[config.mk]
export PLATFORM = sky130hd
export DESIGN_NAME = motor_brake_control_register
export DESIGN_NICKNAME = d
export VERILOG_FILES = /design/src/rtl/brake_pkg.sv /design/src/rtl/motor_brake_control_register.sv
export VERILOG_INCLUDE_DIRS = /design/src /design/src/rtl
export SDC_FILE = /design/constraint.sdc
export NUM_CORES = 1
export LEC_CHECK = 0
export BUFFER_PORTS_ARGS = -buffer_cell sky130_fd_sc_hd__buf_2
export CAP_MARGIN = 20
export CORE_MARGIN = 2
export CORE_UTILIZATION = 30
export CTS_BUF_LIST = sky130_fd_sc_hd__clkbuf_8
export CTS_CLUSTER_SIZE = 28
export DETAILED_ROUTE_END_ITERATION = 8
export PLACE_DENSITY = 0.52
export SLEW_MARGIN = 5
export SYNTH_ARGS = -nofsm -noshare
export SYNTH_HDL_FRONTEND = slang
export SYNTH_SLANG_ARGS = --single-unit
[constraint.sdc]
create_clock -name clk -period 1.9 [get_ports clk]
set_input_delay 0.095 -clock clk [delete_from_list [all_inputs] [get_ports clk]]
set_output_delay 0.095 -clock clk [all_outputs]
set_load 0.05 [all_outputs]
[src/rtl/brake_defs.svh]
// Constants of the brake configuration register bank
`ifndef BRAKE_DEFS_SVH
`define BRAKE_DEFS_SVH

// Register address on the serial register port
`define BRK_ADDR 7'h1d

// Reset values and bit masks
`define BRK_RESET 16'h00a0
`define BRK_WR_MASK 16'h1fff
`define BRK_RESTART_KEEP 16'h1fe7

// Field positions
`define BRK_POS_LS3_EXCL 12
`define BRK_POS_LS2_EXCL 11
`define BRK_POS_LS1_EXCL 10
`define BRK_POS_ALL_LS 9
`define BRK_POS_VDS_SEL 8
`define BRK_POS_BLANK_SEL 7
`define BRK_POS_PARK_EN 6
`define BRK_POS_OV_EN 5

// Overvoltage threshold base, code zero, in volts
`define BRK_OV_BASE_V 6'h1b

// Timing: clock period and blanking intervals in ns
`define BRK_CLK_NS 25
`define BRK_BLK_SHORT_NS 7000
`define BRK_BLK_LONG_NS 11000
`define BRK_BLK_SHORT_CYC \
    ((`BRK_BLK_SHORT_NS + `BRK_CLK_NS - 1) / `BRK_CLK_NS)
`define BRK_BLK_LONG_CYC \
    ((`BRK_BLK_LONG_NS + `BRK_CLK_NS - 1) / `BRK_CLK_NS)

`endif

[src/rtl/brake_pkg.sv]
// Types of the brake configuration register bank
`default_nettype none

package brake_pkg;

    // Register image, bit 15 first
    typedef struct packed {
        logic [2:0] reserved_hi;
        logic       lowside3_brake_exclude;
        logic       lowside2_brake_exclude;
        logic       lowside1_brake_exclude;
        logic       all_lowside_brake;
        logic       brake_drain_source_threshold_sel;
        logic       brake_blanking_time_sel;
        logic       parking_brake_enable;
        logic       overvoltage_brake_enable;
        logic [1:0] reserved_lo;
        logic [2:0] overvoltage_brake_threshold;
    } brake_cfg_t;

    // Blanking sequencer, one bit per step except BLK_ARMED to BLK_IDLE
    typedef enum logic [1:0] {
        BLK_IDLE  = 2'b00,
        BLK_WAIT  = 2'b01,
        BLK_ARMED = 2'b11
    } blank_state_t;

endpackage

`default_nettype wire

[src/rtl/motor_brake_control_register.sv]
// Brake configuration register and low-side brake control
// Notes on behaviour
// - Bits 15 to 13 are reserved, never stored, always read zero.
// - Bit 9 turns all-low-side braking on; off after reset.
// - Bits 12, 11, 10 keep low-side 3, 2, 1 out of braking.
// - Bit 8 picks the braking drain-source limit: 0.8 V or 0.22 V.
// - Bit 7 picks braking blanking: about 7 us or 11 us (default).
// - Bit 6 enables the parking brake; off after reset.
// - Bit 5 enables the supply overvoltage brake; on after reset.
// - Bits 2 to 0 set the brake supply level, 27 V plus code.
// - Power-on or soft reset loads 0x00a0.
// - Restart clears bits 15 to 13 and 4 to 3, keeps the rest.
`include "brake_defs.svh"
`default_nettype none

module motor_brake_control_register #(
    parameter int unsigned BLK_SHORT_CYC = `BRK_BLK_SHORT_CYC,
    parameter int unsigned BLK_LONG_CYC  = `BRK_BLK_LONG_CYC,
    parameter int unsigned CNT_W         = 9
) (
    // Clock, reset and clock enable
    input  wire logic                clk,
    input  wire logic                reset_n,
    input  wire logic                ce,
    // Reset requests from the supervisor, one-cycle pulses
    input  wire logic                soft_reset,
    input  wire logic                restart,
    // Register port from the serial frame decoder
    input  wire logic [6:0]          reg_addr,
    input  wire logic                reg_wr,
    input  wire logic [15:0]         reg_wdata,
    output logic [15:0]              reg_rdata,
    // Analog monitor results, asynchronous
    input  wire logic [5:0]          supply_volts,
    input  wire logic [2:0]          vds_over,
    // Configuration to the gate-control logic
    output brake_pkg::brake_cfg_t    brake_cfg,
    // Low-side gate commands and fault flag
    output logic                     lowside_output_1,
    output logic                     lowside_output_2,
    output logic                     lowside_output_3,
    output logic                     drain_source_fault
);
    import brake_pkg::*;

    // Refuse counts the blanking counter cannot hold
    if (BLK_SHORT_CYC < 1 || BLK_LONG_CYC < 1 ||
        BLK_SHORT_CYC >= (1 << CNT_W) ||
        BLK_LONG_CYC >= (1 << CNT_W)) begin : g_chk
        $error("Blanking counts do not fit the counter");
    end

    localparam logic [CNT_W-1:0] SHORT_LIM = CNT_W'(BLK_SHORT_CYC);
    localparam logic [CNT_W-1:0] LONG_LIM  = CNT_W'(BLK_LONG_CYC);

    // Threshold in volts for a 3-bit code
    function automatic logic [5:0] ov_level(input logic [2:0] code);
        return `BRK_OV_BASE_V + {3'h0, code};
    endfunction

    brake_cfg_t       cfg_q;
    brake_cfg_t       cfg_d;
    logic [15:0]      rdata_q;
    logic [15:0]      rdata_d;
    logic [5:0]       sup_m_q;
    logic [5:0]       sup_s_q;
    logic [2:0]       vds_m_q;
    logic [2:0]       vds_s_q;
    logic             ov_trip_q;
    logic             ov_trip_d;
    logic [2:0]       ls_on_q;
    logic [2:0]       ls_on_d;
    logic             fault_q;
    logic             fault_d;
    blank_state_t     st_q;
    blank_state_t     st_d;
    logic [CNT_W-1:0] cnt_q;
    logic [CNT_W-1:0] cnt_d;
    logic [CNT_W-1:0] lim_q;
    logic [CNT_W-1:0] lim_d;

    // Address decode and write qualification
    wire        addr_hit  = reg_addr == `BRK_ADDR;
    wire        wr_hit    = reg_wr && addr_hit;
    wire [15:0] restarted = cfg_q & `BRK_RESTART_KEEP;
    wire [15:0] written   = reg_wdata & `BRK_WR_MASK;

    assign cfg_d = soft_reset ? brake_cfg_t'(`BRK_RESET) :
                   restart    ? brake_cfg_t'(restarted) :
                   wr_hit     ? brake_cfg_t'(written) : cfg_q;

    // read answers only at its address
    assign rdata_d = addr_hit ? (cfg_q & `BRK_WR_MASK) : 16'h0000;

    // Configuration register and read data
    always_ff @(posedge clk or negedge reset_n) begin
        if (!reset_n) begin
            cfg_q   <= brake_cfg_t'(`BRK_RESET);
            rdata_q <= 16'h0000;
        end else if (ce) begin
            cfg_q   <= cfg_d;
            rdata_q <= rdata_d;
        end
    end

    // Two-stage synchronisers for the monitor pins
    always_ff @(posedge clk or negedge reset_n) begin
        if (!reset_n) begin
            sup_m_q <= 6'h00;
            sup_s_q <= 6'h00;
            vds_m_q <= 3'h0;
            vds_s_q <= 3'h0;
        end else if (ce) begin
            sup_m_q <= supply_volts;
            sup_s_q <= sup_m_q;
            vds_m_q <= vds_over;
            vds_s_q <= vds_m_q;
        end
    end

    assign ov_trip_d = cfg_q.overvoltage_brake_enable &&
        (sup_s_q > ov_level(cfg_q.overvoltage_brake_threshold));

    wire brake_req = cfg_q.all_lowside_brake || ov_trip_q;
    wire [2:0] excl = {cfg_q.lowside3_brake_exclude,
                       cfg_q.lowside2_brake_exclude,
                       cfg_q.lowside1_brake_exclude};
    assign ls_on_d = {3{brake_req}} & ~excl;

    // Brake path registers
    always_ff @(posedge clk or negedge reset_n) begin
        if (!reset_n) begin
            ov_trip_q <= 1'b0;
            ls_on_q   <= 3'h0;
            fault_q   <= 1'b0;
        end else if (ce) begin
            ov_trip_q <= ov_trip_d;
            ls_on_q   <= ls_on_d;
            fault_q   <= fault_d;
        end
    end

    wire [CNT_W-1:0] sel_lim =
        cfg_q.brake_blanking_time_sel ? LONG_LIM : SHORT_LIM;
    wire any_on   = |ls_on_q;
    wire cnt_done = cnt_q == lim_q - CNT_W'(1);
    wire turn_on  = |(ls_on_d & ~ls_on_q);

    // Blanking sequencer next state
    always_comb begin
        st_d  = st_q;
        cnt_d = cnt_q;
        lim_d = lim_q;
        unique case (st_q)
            BLK_IDLE: begin
                if (any_on) begin
                    st_d  = BLK_WAIT;
                    cnt_d = '0;
                    lim_d = sel_lim;
                end
            end
            BLK_WAIT: begin
                if (!any_on || turn_on) begin
                    st_d = BLK_IDLE;
                end else if (cnt_done) begin
                    st_d = BLK_ARMED;
                end else begin
                    cnt_d = cnt_q + CNT_W'(1);
                end
            end
            BLK_ARMED: begin
                if (!any_on || turn_on) begin
                    st_d = BLK_IDLE;
                end
            end
            default: begin
                st_d = BLK_IDLE;
            end
        endcase
    end

    // Blanking sequencer registers
    always_ff @(posedge clk or negedge reset_n) begin
        if (!reset_n) begin
            st_q  <= BLK_IDLE;
            cnt_q <= '0;
            lim_q <= '0;
        end else if (ce) begin
            st_q  <= st_d;
            cnt_q <= cnt_d;
            lim_q <= lim_d;
        end
    end

    assign fault_d = st_q == BLK_ARMED && !turn_on &&
        |(vds_s_q & ls_on_q);

    // outputs: configuration, read data, low-side gates and fault flag
    assign brake_cfg          = cfg_q;
    assign reg_rdata          = rdata_q;
    assign lowside_output_1   = ls_on_q[0];
    assign lowside_output_2   = ls_on_q[1];
    assign lowside_output_3   = ls_on_q[2];
    assign drain_source_fault = fault_q;
endmodule

`default_nettype wire

[Word level (Yosys, flattened, before mapping)]
Cells that the tools add are included.
Operators by class
  $add $sub $neg: 3
  magnitude comparators: 1
  equal/unequal tests: 10
  mux-type cells: 14
  bitwise logic cells: 5
  reduce and logical (&&, ||, !) cells: 20
Operators with widths (count)
  $mux 16: 3
  $mux 9: 3
  $pmux 9 s2: 1
  $mux 13: 1
  $ne 2x2->1 const B: 5
  $add 9x1->9 const B: 1
  $and 3x3->3: 3
  $eq 9x9->1: 1
  $reduce_or 3->1: 3
  $sub 9x1->9 const B: 1
  $mux 2: 4
  $mux 8: 1
  $eq 7x5->1 const B: 1
  $add 5x3->6 const A: 1
  $gt 6x6->1: 1
  $not 3->3: 2
  $pmux 2 s3: 1
  $reduce_and 3->1: 2
  $reduce_and 5->1: 1
  $logic_and 1x1->1: 4
  $reduce_and 4->1: 1
  $reduce_bool 2->1: 2
  $ne 3x3->1 const B: 1
  $reduce_bool 3->1: 1
  6 further kinds: 8
Word-level totals
  flip-flop bits (word level): 75
  output and inout bits: 36

[Longest topological paths before layout]
Gate-level depths: netlist (run 1).
  word-level depth: 7
  depth in mapped cells: 10
  mapped depth without buffers: 10

[Worst setup path before layout (run 1)]
No wires, ideal clock.
  path kind: flip-flop to flip-flop
  from: register cfg_q, in the netlist brake_cfg[0]
  to: register ov_trip_q
  setup time: 133 ps
  arrival time: 2107 ps
  data required time: 1767 ps
  slack: -340 ps
  stages on the path, launching flop included: 9
  period minus slack after synthesis: 2240 ps
  cell sequence: dfrtp_1 -> inv_1 -> ha_1 -> ha_1 -> nor2b_1 -> o21ai_1 -> nand2b_1 -> a2111oi_0 -> o2bb2ai_1
Between the ends
  longest elaborated chain between the ends: 3
Ends and longest elaborated chain
  from (decl): line motor_brake_control_register.sv:61  | brake_cfg_t cfg_q;
  from (signal assigned): line motor_brake_control_register.sv:98  | cfg_q <= brake_cfg_t'(`BRK_RESET);
  from (signal assigned): line motor_brake_control_register.sv:101  | cfg_q <= cfg_d;
  $add 5x3->6 (no line)
  $gt 6x6->1: line motor_brake_control_register.sv:122  | (sup_s_q > ov_level(cfg_q.overvoltage_brake_threshold));
  $logic_and 1x1->1: line motor_brake_control_register.sv:121  | assign ov_trip_d = cfg_q.overvoltage_brake_enable &&
  to (signal assigned): line motor_brake_control_register.sv:137  | ov_trip_q <= ov_trip_d;
  to (decl): line motor_brake_control_register.sv:69  | logic ov_trip_q;
No other way between the ends.
A chain may end at the register's enable or synchronous reset.

[Final worst setup path (run 1)]
Ends and elaborated chain as after synthesis.

==> results of run 1 <==
==> placed cells by master (no fill, tap or decap), types with 4 or more instances in the layout <==
| master | count |
|---|---|
| nor2_1 | 8 |
| a32oi_1 | 4 |
| nand3_1 | 9 |
| buf_2 | 64 |
| inv_1 | 7 |
| a22o_1 | 25 |
| mux2_2 | 15 |
| inv_2 | 7 |
| buf_4 | 24 |
| o21ai_0 | 4 |
| nor3_1 | 5 |
| ha_1 | 5 |
| dlygate4sd3_1 | 22 |
| conb_1 | 6 |
| nand2_1 | 24 |
| clkbuf_8 | 9 |
| o21ai_1 | 7 |
| nor2b_1 | 4 |
| dfrtp_1 | 58 |
| ha_4 | 6 |
==> power by group <==
part           switching, mW  internal (mW)
sequential             0.111           1.44
clock                  0.563          0.609
combinational          0.452          0.358
total                   1.13           2.41
==> layer usage <==
layer / global-route usage [%] / share of wire, % / vias up
li1: - / - / 1160
met1: 18.59 / 43 / 1218
met2: 23.73 / 51 / 67
met3: 5.492 / 5.2 / 11
met4: 3.543 / 1.2 / 0
met5: 0 / 0 / -
==> worst max path at each step <==
stage / start / to / slack (ps) / cells after the start
global route: lim_q[7] / cnt_q[5] / -40 / 8
floorplan: brake_cfg[0] / ov_trip_q / -50 / 10
global placement: lim_q[4] / cnt_q[8] / -60 / 7
detailed placement: lim_q[4] / cnt_q[8] / -140 / 7
finish: brake_cfg[0] / ov_trip_q / 40 / 10
CTS: lim_q[4] / cnt_q[7] / -10 / 8
==> sequential cells by signal, summed over array words and instances (netlist names), 3 cells and up <==
name and count:
brake_cfg 13, cnt_q 9, ls_on_q 3, reg_rdata 13, sup_m_q 6, sup_s_q 6
vds_m_q 3, vds_s_q 3
==> worst min-delay path, stage by stage <==
cell and delay (ps):
buf_2 100, nor2b_1 100, a21oi_1 50
==> area by class of cell <==
cell class              instances  area [µm²]  share of cell area [%]
inverters                      13       48.80                   1.189
flip-flops and latches         62        1556                   37.94
well taps                     133       166.4                   4.056
multi-input cells             173        1391                   33.91
clock inverters                 7       75.07                   1.830
repair buffers                111       740.7                   18.05
clock buffers                   9       123.9                   3.019
==> metrics by stage <==
step	worst slack [ps]	instances	utilization, %	TNS (ps)	total power, mW
CTS	-11.27	506	41.20	-13.96	3.513
global placement	-61.49	468	36.83	-267.5	2.274
floorplan	-52.25	267	-	-52.25	2.026
finish	36.22	508	42.56	0	3.531
detailed placement	-139.6	468	36.83	-872.8	2.291
global route	-40.95	508	42.56	-115.2	3.748
==> kinds of logic after synthesis <==
| kind of cell | share of synthesized area [%] |
|---|---|
| flops | 52.76 |
| compound gates | 15.89 |
| mux | 7.179 |
| fa+ha+maj | 5.098 |
| xor+xnor | 1.487 |
| simple gates | 12.36 |
| other cells | 0.1273 |
| buf+inv | 5.097 |
==> timing repair <==
| action | in CTS | in global routing |
|---|---|---|
| hold buffers | 22 | 0 |
| endpoints found under the hold margin | 37 | 0 |
| pin swaps | 0 | 2 |
| setup endpoints to repair | 9 | 11 |
| gates resized for setup | 1 | 23 |
| setup buffers | 0 | 2 |
==> results.py, run 1 <==
metrics = {
    "timing": {
        "fmax_mhz": 536.5,
        "drv_slew": 0,
        "worst_pin_slew_ps": 801.0,
        "setup_violations": 0,
        "clock_skew_ps": 9.148,
        "slew_headroom_pct": 46.24,
        "fin_crit_ps": 1864,
        "rsz0062_at_grt": "yes",
        "final-hold-violation-count": 0,
        "post-route-period-util_pct": 98.09,
        "whs_ps": 7.250,
    },
    "cts": {
        "clk_path_buf_depth": 2,
        "htree_levels": 3,
        "cts.clk_slew.worst_paths_ps": 80,
        "cts.sinks": 62,
        "worst_skew_pair.late_latency_ps": 350,
        "cts_buffers": 9,
        "cts-root-buf": "clkbuf_8",
        "tritoncts": "done",
    },
    "run_status": {
        "status": "finished clean",
    },
    "setup_path": {
        "crit_path_max_incr_delay_ps": 410,
        "cp_slowest_cell": "dfrtp_2",
        "cp.arrival_ps": 2090,
        "critPathLaunchType": "flop",
        "r2r-end": "ov_trip_q",
        "crit_fanout": 2,
        "r2r-start": "brake_cfg[0]",
        "reg2reg_depth": 10,
        "endpoint_kind": "flop",
        "crit_family": "adder cells",
        "crit_type": "flop to flop",
        "cp_cell_sequence": "inv_2 -> ha_4 -> inv_2 -> ha_4 -> inv_2 -> ha_4 -> o21ai_2 -> nand2b_1 -> a2111oi_2 -> o2bb2ai_1",
        "worstPathRequired_ps": 2130,
        "reg2reg_slack_ps": 40,
        "critPathBufInv": 3,
    },
    "die": {
        "die_y_um": 103.1,
        "start_util_pct": 30.56,
        "io-pin-count": 74,
        "row_count": 36,
        "dieArea_um2": 10630,
        "chipWidth_um": 103.1,
        "core_area_um2": 9639,
    },
    "global_route": {
        "grt_pass1_wl_mm": 11.89,
        "antenna_found_initial": 0,
        "grt_pass1_vias": 2504,
        "grtUsageTotal_pct": 14.63,
        "grt-ovfl-total": 0,
        "grt_start_max_net_pins": 47,
    },
    "pwr": {
        "ir_drop_uv": 473.2,
        "total_leakage_power_nw": 1.929,
        "p_per_area_nw_per_um2": 860.7,
    },
    "finish": {
        "design_area_um2": 4103,
        "fill_cells": 972,
        "antenna_cells": 0,
        "drive_above_1_share_pct": 39.47,
        "fin_nets": 420,
        "synthToLayoutAreaGrowth_pct": 39.29,
    },
    "hold_path": {
        "holdPathStages": 3,
        "hold_path_class": "primary input to flop",
        "holdPathEnd": "brake_cfg[7]",
        "min-delay-start": "reg_wdata[7]",
    },
    "logic_synthesis": {
        "yosysSeqAreaShare_pct": 52.76,
        "syn-cell-area_um2": 2945,
        "synth_seq_cells": 62,
        "yosysMostFrequentCell": "dfrtp_1",
        "ys_types": 47,
        "synth_top_area_share_pct": 50.98,
        "async_flop_share_pct": 100.0,
        "synthTopCellsByArea": "dfrtp_1, a22o_1, mux2_2",
        "synth_top_cell_by_area": "dfrtp_1",
        "syn_inst": 262,
        "syn_area_per_cell_um2": 11.24,
        "ys.flop_type": "dfrtp_1",
        "synth_edf_count": 0,
        "yosys_warnings": 0,
        "synthTopCellsByCount": "dfrtp_1, a22o_1, nand2_1",
    },
    "drt": {
        "drtIter0Drc": 162,
        "ant_nets": 0,
        "routed_wl_mm": 7.160,
        "vias": 2456,
        "dr.pass1.iters": 4,
        "wire_per_inst_um": 14.09,
        "via_per_inst": 4.835,
        "route.detailed.drc": 0,
    },
    "flow_run": {
        "drv_cap": 0,
    },
    "placement": {
        "gp_congestion": 0.8315,
        "numPortBuffers": 64,
        "dp_hpwl_mm": 5.047,
        "placed_area_um2": 3550,
    },
}
No activity file was read; power rests on OpenSTA's default activity.
==> inputs of run 2 (changes only) <==
- REMOVE_ABC_BUFFERS: unset -> 1
==> run 2 against run 1 <==
  * Design area unchanged
  * Register-to-register slack improved by 20 ps
  * Sequential share of layout area about the same
  * First-iteration DRC count down 22%
  * Non-clock buffer count is 1 lower
  * Hold slack better by 3.0 ps
  * Critical path depth stayed put
==> results.py, run 2 (synthesized netlist as in run 1, its figures left out) <==
metrics = {
    "die": {
        "start_util_pct": 30.56,
        "dieArea_um2": 10630,
        "chipWidth_um": 103.1,
        "row_count": 36,
        "io-pin-count": 74,
        "core_area_um2": 9639,
        "die_y_um": 103.1,
    },
    "pwr": {
        "clockPowerShare_pct": 32.5,
        "ir_drop_uv": 374.7,
        "p_int_mw": 2.404,
        "swShare_pct": 30.84,
        "p_sw_mw": 1.072,
        "share_seq_of_total_power_pct": 44.9,
        "p_per_area_nw_per_um2": 847.1,
        "pwr-share-comb_pct": 22.5,
        "total_leakage_power_nw": 1.938,
        "p_total_mw": 3.475,
    },
    "cts": {
        "cts.sinks": 62,
        "htree_levels": 3,
        "clk_path_buf_depth": 2,
        "tritoncts": "done",
        "worst_skew_pair.late_latency_ps": 340,
        "cts.clk_slew.worst_paths_ps": 70,
        "cts_buffers": 9,
        "cts-root-buf": "clkbuf_8",
    },
    "finish": {
        "drive_above_1_share_pct": 38.77,
        "synthToLayoutAreaGrowth_pct": 39.29,
        "final_cells": 507,
        "final_cell_mix": "buf_2, dfrtp_1, a22o_1",
        "antenna_cells": 0,
        "final_common_cell": "buf_2",
        "final_util_pct": 42.56,
        "fin_nets": 419,
    },
    "global_route": {
        "grt_pass1_vias": 2358,
        "grt-ovfl-total": 0,
        "grt_start_max_net_pins": 63,
        "grtUsageTotal_pct": 14.30,
        "grt_pass1_wl_mm": 11.56,
        "antenna_found_initial": 0,
    },
    "timing": {
        "rsz0062_at_grt": "yes",
        "final-hold-violation-count": 0,
        "post-route-period-util_pct": 96.90,
        "clock_skew_ps": 8.099,
        "drv_slew": 0,
        "fin_ws_ps": 58.91,
        "slew_headroom_pct": 43.24,
        "worst_pin_slew_ps": 845.8,
        "fin_crit_ps": 1841,
        "setup_violations": 0,
        "fmax_mhz": 543.2,
    },
    "drt": {
        "wl_met3_um": 451,
        "dr.pass1.iters": 4,
        "drtIter0Drc": 127,
        "routed_wl_mm": 7.373,
        "wl_met1_mm": 3.407,
        "wire_per_inst_um": 14.54,
        "via_per_inst": 4.813,
        "maxUsedRoutingLayer": "met4",
        "dr_wl_met2_mm": 3.418,
        "route.detailed.drc": 0,
        "ant_nets": 0,
        "vias": 2440,
    },
    "setup_path": {
        "reg2reg_slack_ps": 60,
        "endpoint_kind": "flop",
        "worstPathRequired_ps": 2120,
        "critPathLaunchType": "flop",
        "r2r-start": "brake_cfg[0]",
        "crit_type": "flop to flop",
        "r2r-end": "ov_trip_q",
        "reg2reg_depth": 10,
        "cp.arrival_ps": 2060,
        "crit_fanout": 2,
    },
    "placement": {
        "dp_slack_ps": -158.2,
        "gp_congestion": 0.8260,
        "numPortBuffers": 64,
        "dp.cells": 467,
        "dp_hpwl_mm": 5.136,
    },
    "hold_path": {
        "holdPathStages": 3,
        "min-delay-start": "reg_wdata[7]",
        "hold_path_class": "primary input to flop",
        "holdPathEnd": "brake_cfg[7]",
    },
    "run_status": {
        "status": "finished clean",
    },
    "flow_run": {
        "drv_cap": 0,
    },
}
run 2: final cells by class:
cell class / count / area (µm²)
clock buffer: 10 / 137.6
timing repair buffer: 110 / 737.0
inverter: 13 / 48.80
clock inverter: 6 / 55.05
fill: 943 / 5537
sequential: 62 / 1555
tap: 133 / 166.4
multi-input combinational: 173 / 1403
run 2: what timing repair did:
item | in CTS | in global routing
hold buffers | 22 | 0
hold endpoints to repair | 81 | 0
pin swaps | 2 | 6
cloned | 0 | 0
endpoints found under the setup margin | 9 | 11
gates resized for setup | 3 | 26
setup buffers | 0 | 2
run 2: worst max-delay path by stage:
stage | from | end | slack, ps | depth (start not counted)
finish | brake_cfg[0] | ov_trip_q | 60 | 10
global route | lim_q[4] | cnt_q[5] | -60 | 8
CTS | lim_q[4] | cnt_q[0] | 10 | 7
detailed placement | lim_q[4] | cnt_q[0] | -160 | 7
global placement | brake_cfg[0] | ov_trip_q | -60 | 10
floorplan | brake_cfg[0] | ov_trip_q | -340 | 8
run 2: routing by layer:
layer  up-vias  track usage, %
li1       1166               -
met1      1188           19.59
met2        74           21.73
met3        12           4.203
met4         0           4.757
met5         -               0
run 2: per-stage QoR:
stage / TNS [ps] / hold slack, ps / area [µm²]
after floorplan: -339.7 / -200.6 / 2863
after global placement: -258.7 / 142.8 / 3533
after detailed placement: -1051 / 134.0 / 3533
after CTS: 0 / 7.002 / 3955
after global routing: -140.4 / 19.88 / 4103
final: 0 / 10.24 / 4103
run 2: worst max-delay path, stage by stage (launching register included):
cell       delay, ps
dfrtp_1          400
inv_2             80
ha_4             120
inv_2             40
ha_4             250
inv_2             30
ha_4             210
o21ai_2           60
nand2b_1          80
a2111oi_2        350
o2bb2ai_1        110
run 2: power by group through the flow:
stage                     combinational, mW  clock, mW  sequential [mW]
after floorplan                       0.393          0             1.59
after global routing                  0.862       1.23             1.58
after global placement                0.680          0             1.56
final                                 0.783       1.13             1.56
after CTS                             0.740       1.16             1.54
after detailed placement              0.695          0             1.57
==> inputs of run 3 (changes only) <==
- ABC_AREA: unset -> 1
- PLACE_DENSITY: 0.52 -> 0.51
==> run 3 against run 2 <==
  * Count of clock-buffer cells in the layout grew 1
  * Power grew 13%
  * Design area decreased by 2.2%
  * Wire length rose by 2.7%
  * Non-clock buffer count fell by 26
  * Global-route usage is 0.33 points lower
  * Clock skew grew 3.9 ps
  * Critical path type unchanged
  * Highest routed layer unchanged
==> results.py, run 3 <==
metrics = {
    "timing": {
        "setup_violations": 0,
        "clock_skew_ps": 12.00,
        "drv_slew": 0,
        "fin_crit_ps": 1774,
        "fin_ws_ps": 125.9,
        "fin_setup_tns_ps": 0,
        "whs_ps": 13.92,
        "worst_pin_slew_ps": 631.1,
        "post-route-period-util_pct": 93.38,
        "fmax_mhz": 563.7,
        "final-hold-violation-count": 0,
        "slew_headroom_pct": 57.86,
    },
    "pwr": {
        "total_leakage_power_nw": 2.054,
        "ir_drop_uv": 326.2,
        "p_per_area_nw_per_um2": 979.7,
    },
    "drt": {
        "wl_met3_um": 418,
        "via_per_inst": 4.513,
        "route.detailed.drc": 0,
        "dr_wl_met2_mm": 3.359,
        "drtIter0Drc": 96,
        "ant_nets": 0,
        "wl_met1_mm": 3.684,
        "routed_wl_mm": 7.574,
        "vias": 2762,
        "dr.pass1.iters": 4,
        "maxUsedRoutingLayer": "met4",
        "wire_per_inst_um": 12.38,
    },
    "placement": {
        "placed_area_um2": 3636,
        "gp_congestion": 0.8452,
        "dp_slack_ps": 108.5,
        "numPortBuffers": 64,
        "dp_hpwl_mm": 5.302,
    },
    "setup_path": {
        "cp.arrival_ps": 2050,
        "worstPathRequired_ps": 2170,
        "crit_path_start": "lim_q[4]",
        "critPathLaunchType": "flop",
        "crit_type": "flop to flop",
        "cp_cell_sequence": "inv_1 -> ha_1 -> nand2_1 -> nand2_1 -> nor3_1 -> nand3_1 -> nand2_2 -> nand2_4 -> nand2_8 -> nand2_1 -> nand2_1",
        "crit_path_max_incr_delay_ps": 380,
        "endpoint_kind": "flop",
        "r2r-start": "lim_q[4]",
        "cp_slowest_cell": "dfrtp_1",
        "reg2reg_depth": 11,
        "crit_fanout": 10,
        "reg2reg_slack_ps": 130,
        "endpoint": "cnt_q[0]",
        "critPathMostFrequentCell": "nand2_1",
        "r2r-end": "cnt_q[0]",
    },
    "logic_synthesis": {
        "synth_top_area_share_pct": 46.93,
        "synth_top_family_by_area": "simple AND/OR/NAND/NOR gates",
        "yosysSeqAreaShare_pct": 48.57,
        "syn_area_per_cell_um2": 8.203,
        "synth_fa_ha_area_share_pct": 4.693,
        "synth_seq_cells": 62,
        "ys.flop_type": "dfrtp_1",
        "synthTopCellsByArea": "dfrtp_1, nand2_1, ha_1",
        "synthTopCellsByCount": "nand2_1, dfrtp_1, inv_1",
        "synth_top_cell_by_area": "dfrtp_1",
        "yosys_warnings": 0,
        "muxShareOfSynthArea_pct": 0,
        "synth_compound_area_share_pct": 11.38,
        "synth_simple_gate_area_share_pct": 26.79,
        "synth_edf_count": 0,
        "yosysMostFrequentCell": "nand2_1",
        "async_flop_share_pct": 100.0,
        "syn_inst": 390,
        "syn-cell-area_um2": 3199,
        "synth_xor_area_share_pct": 0.2738,
        "ys_types": 33,
    },
    "cts": {
        "cts.sinks": 62,
        "htree_levels": 3,
        "cts.clk_slew.worst_paths_ps": 80,
        "worst_skew_pair.late_latency_ps": 340,
        "cts_buffers": 9,
        "cts-root-buf": "clkbuf_8",
        "clk_path_buf_depth": 2,
        "tritoncts": "done",
    },
    "finish": {
        "final_common_cell": "nand2_1",
        "fin_nets": 521,
        "synthToLayoutAreaGrowth_pct": 25.46,
        "antenna_cells": 0,
        "drive_above_1_share_pct": 23.74,
        "design_area_um2": 4014,
        "fill_cells": 1065,
        "final_cell_mix": "nand2_1, buf_2, dfrtp_1",
    },
    "global_route": {
        "grtUsageTotal_pct": 13.96,
        "grt-ovfl-total": 0,
        "grt_pass1_wl_mm": 12.66,
        "grt_start_max_net_pins": 46,
        "grt_pass1_vias": 2574,
        "antenna_found_initial": 0,
    },
    "die": {
        "core_area_um2": 10320,
        "die_y_um": 107.3,
        "io-pin-count": 74,
        "start_util_pct": 30.99,
        "dieArea_um2": 11510,
        "row_count": 37,
        "chipWidth_um": 107.3,
    },
    "hold_path": {
        "holdPathStages": 3,
        "hold_path_class": "primary input to flop",
    },
    "flow_run": {
        "drv_cap": 0,
    },
    "run_status": {
        "status": "finished clean",
    },
}
## run 3: cell types whose count changed in the layout (fill, tap and decap cells not counted), moves of 10 or more
| cell | change |
|---|---|
| o21ai_0 | +19 |
| mux2_2 | -15 |
| nand3_1 | +17 |
| dlygate4sd3_1 | -10 |
| inv_1 | +25 |
| nand2_1 | +113 |
| a22o_1 | -25 |
| buf_4 | -15 |
## run 3: logic make-up after synthesis
family,Yosys count
adders and majority gates,12
AOI/OAI and AO/OA,60
and+or+nand+nor,198
other,1
buffers and inverters,56
DFF,62
xor gates and xnor gates,1
## run 3: worst min-delay path by stage
stage	endpoint	start
2_1_floorplan	brake_cfg[0]	reset_n
3_3_place_gp	sup_m_q[5]	reset_n
3_5_place_dp	sup_m_q[5]	reset_n
4_1_cts	brake_cfg[3]	reg_wdata[3]
5_1_grt	brake_cfg[0]	reg_wdata[0]
6_report	brake_cfg[3]	reg_wdata[3]
## run 3: where the power goes
part	internal [mW]	leakage, nW	switching [mW]
registers	1.45	0.812	0.120
clock network	0.802	0.118	0.520
logic	0.317	1.12	0.721
## run 3: metrics by stage
step	instances	power, mW	util (%)
3_5_place_dp	581	2.598	35.22
3_3_place_gp	581	2.580	35.22
5_1_grt	612	4.182	38.88
4_1_cts	609	3.958	38.58
6_report	612	3.932	38.88
2_1_floorplan	376	2.295	-
## run 3: cell type report
| class | count | area (µm²) | area share [%] |
|---|---|---|---|
| inverter | 37 | 138.9 | 3.460 |
| multi-input combinational | 277 | 1411 | 35.16 |
| sequential | 62 | 1554 | 38.72 |
| clock buffer | 11 | 151.4 | 3.772 |
| tap | 136 | 170.2 | 4.239 |
| clock inverter | 5 | 75.07 | 1.870 |
| timing repair buffer | 84 | 513.0 | 12.78 |
## run 3: metal layers
metal	track usage [%]	vias to the layer above
met1	18.69	1276
met2	21.65	68
met3	3.814	9
met5	0	-
li1	-	1409
met4	5.009	0
## run 3: worst max-delay path: cells and delay by family, from the launching register on
kind                     cells  cell delay [ps]
buffers and inverters        1              100
adder cells (fa/ha/maj)      1              310
AND/OR/NAND/NOR              9              920
flip-flops                   1              380
## run 3: timing repair
item                                    4_1_cts  5_1_grt
resized for setup                             0        4
setup buffers                                 0        3
hold buffers                                 12        0
endpoints found under the setup margin        0        9
endpoints found under the hold margin        27        0
